--- src/hdl/pwm_timer_pkg.sv ---
// Shared constants and carrier types of the PWM and free-running timer.
// Assumes one system clock; the count clock arrives as an enable pulse.
package pwm_timer_pkg;
    localparam int CNT_W = 16;
    localparam int CHANNELS = 2;
    localparam logic [2:0] MODE_PWM = 3'b100;
    localparam logic [2:0] MODE_FREE = 3'b101;
    localparam logic [15:0] COUNT_MAX = 16'hffff;
    localparam logic [15:0] COUNT_ZERO = 16'h0000;
    localparam logic [15:0] COUNT_STEP = 16'h0001;
    localparam logic [15:0] CCR_RESET = 16'h0000;
    localparam int CH_PERIOD = 0;
    localparam int CH_DUTY = 1;

    // One software write to the capture/compare registers
    typedef struct packed {
        logic periodWrite;
        logic dutyWrite;
        logic [15:0] data;
    } ccr_write_s;

    // One-cycle interrupt request pulses
    typedef struct packed {
        logic chan0MatchIrq;
        logic chan1MatchIrq;
        logic overflowIrq;
    } irq_s;
endpackage

--- src/hdl/pwm_and_free_running_timer.sv ---
// 16-bit timer channel: buffered PWM mode and free-running capture/compare.
// Assumes countTick is a one-cycle count clock enable from an outside
// divider and that all pin inputs are synchronous to clk.
// Operation
// - Duty register write arms the PWM reload; a period write alone does not.
// - Armed reload copies both pending values to buffers at counter clear.
// - Duty zero gives constant inactive output; duty irq still every period.
// - Duty equal to period plus one gives constant active output.
// - Duty-match interrupt fires in the cycle the output goes inactive.
// - Mode 101 is free-running; counting starts when count enable is set.
// - Each channel is compare or capture by its own select bit.
// - Enable inverts the output of each compare channel; each compare match irqs and inverts.
// - Count after FFFFH raises overflow irq, sets flag, wraps to zero.
// - Overflow flag stays set until software clears it.
// - Free-running compare writes take effect in the next comparison.
// - Capture edge stores the count and irqs; counter keeps running.
// - PWM period is period value plus one; secondary toggles per period.
// - Overflow flag clear loses to a coincident overflow.
`timescale 1ns/1ps
`default_nettype none
module pwm_and_free_running_timer (
    input wire logic clk,
    input wire logic rst,
    input wire logic countTick,
    input wire logic [2:0] modeField,
    input wire logic countEnableBit,
    input wire logic chan0CaptureSelect,
    input wire logic chan1CaptureSelect,
    input wire pwm_timer_pkg::ccr_write_s ccrWrite,
    input wire logic overflowClear,
    input wire logic captureInputZero,
    input wire logic captureInputOne,
    output logic mainOutputPin,
    output logic secondaryOutputPin,
    output pwm_timer_pkg::irq_s irq,
    output logic overflowFlag,
    output logic [15:0] periodCompareReg,
    output logic [15:0] dutyCompareReg,
    output logic [15:0] counterValue
);
    logic [15:0] cnt_q, cnt_d, buf0_q, buf0_d, buf1_q, buf1_d;
    logic started_q, started_d, armed_q, armed_d, cePrev_q, cePrev_d;
    logic mainPin_q, mainPin_d, secPin_q, secPin_d, ovf_q, ovf_d;
    pwm_timer_pkg::irq_s irq_q, irq_d;
    logic pwmMode, freeMode, running, step, periodMatch, clearEv, transfer;
    logic dutyHit, overflowEv, countStart;
    logic [15:0] cntNext, buf0Next, buf1Next;
    logic [15:0] ccrVal [pwm_timer_pkg::CHANNELS];
    logic capSel [pwm_timer_pkg::CHANNELS];
    logic capIn [pwm_timer_pkg::CHANNELS];
    logic wrEn [pwm_timer_pkg::CHANNELS];
    logic chHit [pwm_timer_pkg::CHANNELS];
    logic chToggle [pwm_timer_pkg::CHANNELS];

    assign capSel[0] = chan0CaptureSelect;
    assign capSel[1] = chan1CaptureSelect;
    assign capIn[0] = captureInputZero;
    assign capIn[1] = captureInputOne;
    assign wrEn[0] = ccrWrite.periodWrite;
    assign wrEn[1] = ccrWrite.dutyWrite;

    genvar g;
    generate
        for (g = 0; g < pwm_timer_pkg::CHANNELS; g++) begin : gChan
            capture_compare_channel uChan (
                .clk(clk),
                .rst(rst),
                .freeRun(freeMode && running),
                .countStep(step),
                .countStart(countStart),
                .captureSelect(capSel[g]),
                .chanCaptureInput(capIn[g]),
                .writeEn(wrEn[g]),
                .writeData(ccrWrite.data),
                .count(cnt_q),
                .countNext(cntNext),
                .captureCompareReg(ccrVal[g]),
                .chanHit(chHit[g]),
                .chanToggle(chToggle[g])
            );
        end
    endgenerate

    always_comb begin
        pwmMode = modeField == pwm_timer_pkg::MODE_PWM;
        freeMode = modeField == pwm_timer_pkg::MODE_FREE;
        running = countEnableBit && (pwmMode || freeMode);
        step = running && countTick;
        countStart = running && !cePrev_q;
        periodMatch = started_q && (cnt_q == buf0_q);
        // From FFFFH the plain increment wraps, giving the start clear too
        cntNext = (pwmMode && periodMatch) ? pwm_timer_pkg::COUNT_ZERO
                                           : cnt_q + pwm_timer_pkg::COUNT_STEP;
        clearEv = step && pwmMode && (cntNext == pwm_timer_pkg::COUNT_ZERO);
        transfer = clearEv && (armed_q || !started_q);
        buf0Next = transfer ? ccrVal[pwm_timer_pkg::CH_PERIOD] : buf0_q;
        buf1Next = transfer ? ccrVal[pwm_timer_pkg::CH_DUTY] : buf1_q;
        dutyHit = step && pwmMode && (cntNext == buf1Next);
        overflowEv = step && freeMode && started_q
                     && (cnt_q == pwm_timer_pkg::COUNT_MAX);
    end

    always_comb begin
        cnt_d = cnt_q;
        started_d = started_q;
        cePrev_d = running;
        if (!running) begin
            cnt_d = pwm_timer_pkg::COUNT_MAX;
            started_d = 1'b0;
        end else if (step) begin
            cnt_d = cntNext;
            started_d = 1'b1;
        end
    end

    always_comb begin
        armed_d = armed_q;
        if (transfer) begin
            armed_d = 1'b0;
        end
        // A duty write racing the transfer keeps the reload armed
        if (ccrWrite.dutyWrite && pwmMode) begin
            armed_d = 1'b1;
        end
        buf0_d = buf0Next;
        buf1_d = buf1Next;
    end

    always_comb begin
        mainPin_d = mainPin_q;
        secPin_d = secPin_q;
        if (pwmMode) begin
            if (!running) begin
                mainPin_d = 1'b0;
            end else if (step) begin
                mainPin_d = cntNext < buf1Next;
            end
            if (clearEv) begin
                secPin_d = !secPin_q;
            end
        end else if (freeMode) begin
            if (chToggle[1]) begin
                mainPin_d = !mainPin_q;
            end
            if (chToggle[0]) begin
                secPin_d = !secPin_q;
            end
        end
    end

    always_comb begin
        irq_d.chan0MatchIrq = pwmMode ? (step && periodMatch)
                                      : chHit[0];
        irq_d.chan1MatchIrq = pwmMode ? dutyHit : chHit[1];
        irq_d.overflowIrq = overflowEv;
        ovf_d = ovf_q;
        if (overflowClear) begin
            ovf_d = 1'b0;
        end
        if (overflowEv) begin
            ovf_d = 1'b1;
        end
    end

    always_ff @(posedge clk) begin
        if (rst) begin
            cnt_q <= pwm_timer_pkg::COUNT_MAX;
            started_q <= 1'b0;
            cePrev_q <= 1'b0;
            armed_q <= 1'b0;
            buf0_q <= pwm_timer_pkg::CCR_RESET;
            buf1_q <= pwm_timer_pkg::CCR_RESET;
            mainPin_q <= 1'b0;
            secPin_q <= 1'b0;
            irq_q <= '0;
            ovf_q <= 1'b0;
        end else begin
            cnt_q <= cnt_d;
            started_q <= started_d;
            cePrev_q <= cePrev_d;
            armed_q <= armed_d;
            buf0_q <= buf0_d;
            buf1_q <= buf1_d;
            mainPin_q <= mainPin_d;
            secPin_q <= secPin_d;
            irq_q <= irq_d;
            ovf_q <= ovf_d;
        end
    end

    assign mainOutputPin = mainPin_q;
    assign secondaryOutputPin = secPin_q;
    assign irq = irq_q;
    assign overflowFlag = ovf_q;
    assign periodCompareReg = ccrVal[pwm_timer_pkg::CH_PERIOD];
    assign dutyCompareReg = ccrVal[pwm_timer_pkg::CH_DUTY];
    assign counterValue = cnt_q;
endmodule
`default_nettype wire

--- src/hdl/capture_compare_channel.sv ---
// One capture/compare register with its capture edge and compare match.
// Assumes the capture input is synchronous to clk; a rising level is an edge.
`timescale 1ns/1ps
`default_nettype none
module capture_compare_channel (
    input wire logic clk,
    input wire logic rst,
    input wire logic freeRun,
    input wire logic countStep,
    input wire logic countStart,
    input wire logic captureSelect,
    input wire logic chanCaptureInput,
    input wire logic writeEn,
    input wire logic [15:0] writeData,
    input wire logic [15:0] count,
    input wire logic [15:0] countNext,
    output logic [15:0] captureCompareReg,
    output logic chanHit,
    output logic chanToggle
);
    logic [15:0] ccr_q, ccr_d;
    logic inPrev_q, inPrev_d;
    logic edgeSeen;

    always_comb begin
        edgeSeen = chanCaptureInput && !inPrev_q;
        inPrev_d = chanCaptureInput;
        ccr_d = ccr_q;
        if (writeEn) begin
            ccr_d = writeData;
        end
        // Capture beats a coincident software write: the count is the fact
        if (freeRun && captureSelect && edgeSeen) begin
            ccr_d = count;
        end
        chanHit = 1'b0;
        chanToggle = 1'b0;
        if (freeRun && captureSelect) begin
            chanHit = edgeSeen;
        end else if (freeRun) begin
            chanHit = countStep && (countNext == ccr_q);
            chanToggle = chanHit || countStart;
        end
    end

    always_ff @(posedge clk) begin
        if (rst) begin
            ccr_q <= pwm_timer_pkg::CCR_RESET;
            inPrev_q <= 1'b0;
        end else begin
            ccr_q <= ccr_d;
            inPrev_q <= inPrev_d;
        end
    end

    assign captureCompareReg = ccr_q;
endmodule
`default_nettype wire

--- config.mk ---
export PLATFORM = sky130hd
export DESIGN_NAME = pwm_and_free_running_timer
export DESIGN_NICKNAME = d
export VERILOG_FILES = /design/src/hdl/pwm_timer_pkg.sv /design/src/hdl/pwm_and_free_running_timer.sv /design/src/hdl/capture_compare_channel.sv
export SDC_FILE = /design/constraint.sdc
export NUM_CORES = 1
export LEC_CHECK = 0
export BUFFER_PORTS_ARGS = -buffer_cell sky130_fd_sc_hd__buf_2
export CORE_MARGIN = 1.5
export CORE_UTILIZATION = 54
export CTS_BUF_LIST = sky130_fd_sc_hd__clkbuf_8
export DETAILED_ROUTE_END_ITERATION = 7
export GPL_TIMING_DRIVEN = 0
export MAX_ROUTING_LAYER = met4
export PLACE_DENSITY = 0.79
export SYNTH_ARGS = -nofsm -noshare
export SYNTH_HDL_FRONTEND = slang
export SYNTH_SLANG_ARGS = --single-unit
export TNS_END_PERCENT = 100
--- constraint.sdc ---
create_clock -name clk -period 3.5 [get_ports clk]
set_input_delay 0.525 -clock clk [delete_from_list [all_inputs] [get_ports clk]]
set_output_delay 0.525 -clock clk [all_outputs]
set_load 0.03 [all_outputs]
==> out/metrics.cfg <==
[route]
drtAntennaViolNets=0
viasPerCell=6.468
drc=0
finalWirelength_um=21180
drt_iter0_drc=693
num_vias=5912
first_pass_iters=5
wire_per_inst_um=23.18

[placed_design]
placedInstanceArea_mm2=0.006242
port_buffers=79
pre_cts_slack_ns=-1.464
hpwl_um=15510
gp_congestion=0.9899

[sta]
period_minus_slack_ns=3.830
worstMarginPinSlew_ns=0.8386
setup_ws_ns=-0.3297
timing.fmax_mhz=261.1
tns_ns=-0.4947
skew_ns=0.01624
finalSetupViolations=2
whs_ns=0.3723
timing.final.crit_share=1.094
rsz0062_at_grt=true
hold_violations=0
max_slew_margin=0.4369
slew_violations=0

[global_routing]
first_global_vias=5615
grt_antenna_before_repair=0
grt_pass1_wl_um=31870
globalRouteTotalUtil=0.3951
grt_max_degree=19
grt_remaining_overflow=0

[clocking]
cts.sinks=91
clk_pin_slew_worst_paths_ns=0.10
clk_latency_ns=0.40
htree_num_levels=3
cts_made_buffers=9
ctsHoldBuffers=0
cts_buffer_depth=2
cts_tree=built
cts-root-buf=clkbuf_8

[critical_path]
worstPathArrival_ns=4.17
crit_start=counterValue[10]
reg2regPathDepth=18
required_ns=3.84
critPathMaxFanout=10
r2r_start=counterValue[10]
cp-start-kind=flip-flop
endpoint_kind=flip-flop
worstSetupPathType=reg -> reg

[yosys]
yosys.area.top_type_share=0.3232
synth-async-reset-ratio=0
ys_seq_area_frac=0.3232
synth.avg_cell_area_um2=8.606
ys_ff_latch=91
yosys_most_used_dff=dfxtp_1
synth_nets=702
synth_area_mm2=0.005637
ys_top_cells_by_area=dfxtp_1 (32%), mux2i_1 (12%), nor2_1 (6.3%), a211oi_1 (4.7%), ha_1 (3.8%)
yosysWarnings=0
synth_edf_count=0
synth_cell_type_count=72
synth_area_leader_cell=dfxtp_1
syn_inst=655

[final_layout]
num-nets-final=820
fillCellCount=838
drive_gt1_frac=0.2776
finish.instance_area_mm2=0.007049
diodes=0
area_growth_pct=25.06

[power]
powerDensity_mw_per_mm2=369.1
p_total_mw=2.602
vdd_drop_max_mv=0.2574
p_leak_nw=2.835

[run]
max-cap-violations=0

[worst_hold_path]
min_path_type=in -> reg
holdPathStages=2
hold_start=captureInputOne

[floorplan]
die_h_um=105.2
floorplan.initialDensity=0.5509
coreArea_mm2=0.01023
dieArea_mm2=0.01106
rows=37
chipWidth_um=105.2
io_pins=84

[status]
failed_checks=setup timing
status=complete, but fails checks

## sequential cells by signal (all words and copies together) (netlist names), 2 cells and up
name and cells:
gChan.uChan.inPrev_q 2, irq 3, buf0_q 16, counterValue 16, buf1_q 16, gChan.uChan.captureCompareReg 32
## logic make-up after synthesis
family                     Yosys count  synth area share
AOI/OAI and AO/OA                  147            0.1871
buffers and inverters               61           0.04928
DFF                                 91            0.3232
muxes                               67            0.1192
and+or+nand+nor                    240            0.2235
xor gates and xnor gates            32           0.05993
adders and majority gates           17           0.03774
## power breakdown
part / internal (mW) / switching, mW
Sequential: 1.07 / 0.0675
Combinational: 0.283 / 0.417
Clock: 0.350 / 0.418
Total: 1.70 / 0.902
## path summary, 6_finish.rpt
check | slack (ns) | endpoint
min | 0.37 | gChan[1].uChan.inPrev_q
max | -0.33 | mainOutputPin
max reg2reg | -0.33 | mainOutputPin
min reg2reg | 0.46 | overflowFlag
## layout make-up
cell class	instances	area, um^2	share of cell area
well taps	136	170.2	0.02414
clock inverters	6	65.06	0.009230
plain buffers	46	264.0	0.03745
flip-flops and latches	91	1853	0.2629
repair buffers	114	665.6	0.09443
clock buffers	10	137.6	0.01952
inverters	8	30.03	0.004260
multi-input cells	503	3864	0.5481
## synthesized netlist by cell type, drive strengths merged, types with 3 or more instances
master   number
a2111oi       3
a211o         4
a211oi       36
a21o          6
a21oi         7
a221o         6
a22oi         5
a31oi         6
a32oi         3
and2          6
and3          3
and4         10
buf          18
clkbuf       35
dfxtp        91
ha           17
inv           8
mux2i        66
nand2        33
nand2b        5
nand3        17
nand3b        3
nand4        13
nor2         94
nor2b        11
nor3         10
nor3b         4
nor4         14
o2111ai       3
o21a          3
o21ai        42
o221a         3
o22ai         3
or3          11
xnor2        15
xor2         14
## metrics by stage
stage | util | cells
after detailed placement | 0.6101 | 870
after global routing | 0.6890 | 914
after CTS | 0.6709 | 905
final | 0.6890 | 914
after global placement | 0.6101 | 870
after floorplan | - | 655
## critical path, cell delays in order, from the launching register on
cell	delay (ns)
dfxtp_2	0.34
buf_6	0.16
and4_4	0.27
nand4_1	0.21
xor2_4	0.23
and4bb_2	0.29
a41oi_4	0.12
nor3b_4	0.22
buf_6	0.17
buf_12	0.15
mux2i_4	0.25
ha_1	0.27
and4_1	0.23
a221o_1	0.36
nand2_1	0.08
nand3_1	0.08
o22ai_2	0.13
a32oi_1	0.13
nand3_1	0.11
## metal layers
layer  vias up  wire length (um)  global-route usage
met5         -                 0                   -
met4         0               817              0.1957
met3        70              1917             0.05427
met2       367              9852              0.6106
met1      2821              8597              0.5074
li1       2654                 -                   -
## repair_timing
action                                 CTS  global route
endpoints found under the hold margin    0             0
cloned                                   1             0
buffers inserted                        24            10
resized for setup                       60            31
setup endpoints to repair                2             2
pin swaps                               17            16
## cell usage in the layout, fill, tap and decap left out, drive strengths merged, types with 17 or more instances in the layout
| cell type | n |
|---|---|
| buf | 129 |
| nor2 | 94 |
| dfxtp | 91 |
| mux2i | 66 |
| o21ai | 42 |
| clkbuf | 41 |
| a211oi | 36 |
| nand2 | 33 |
| ha | 17 |
| nand3 | 17 |
No activity file was read; power rests on OpenSTA's default activity.
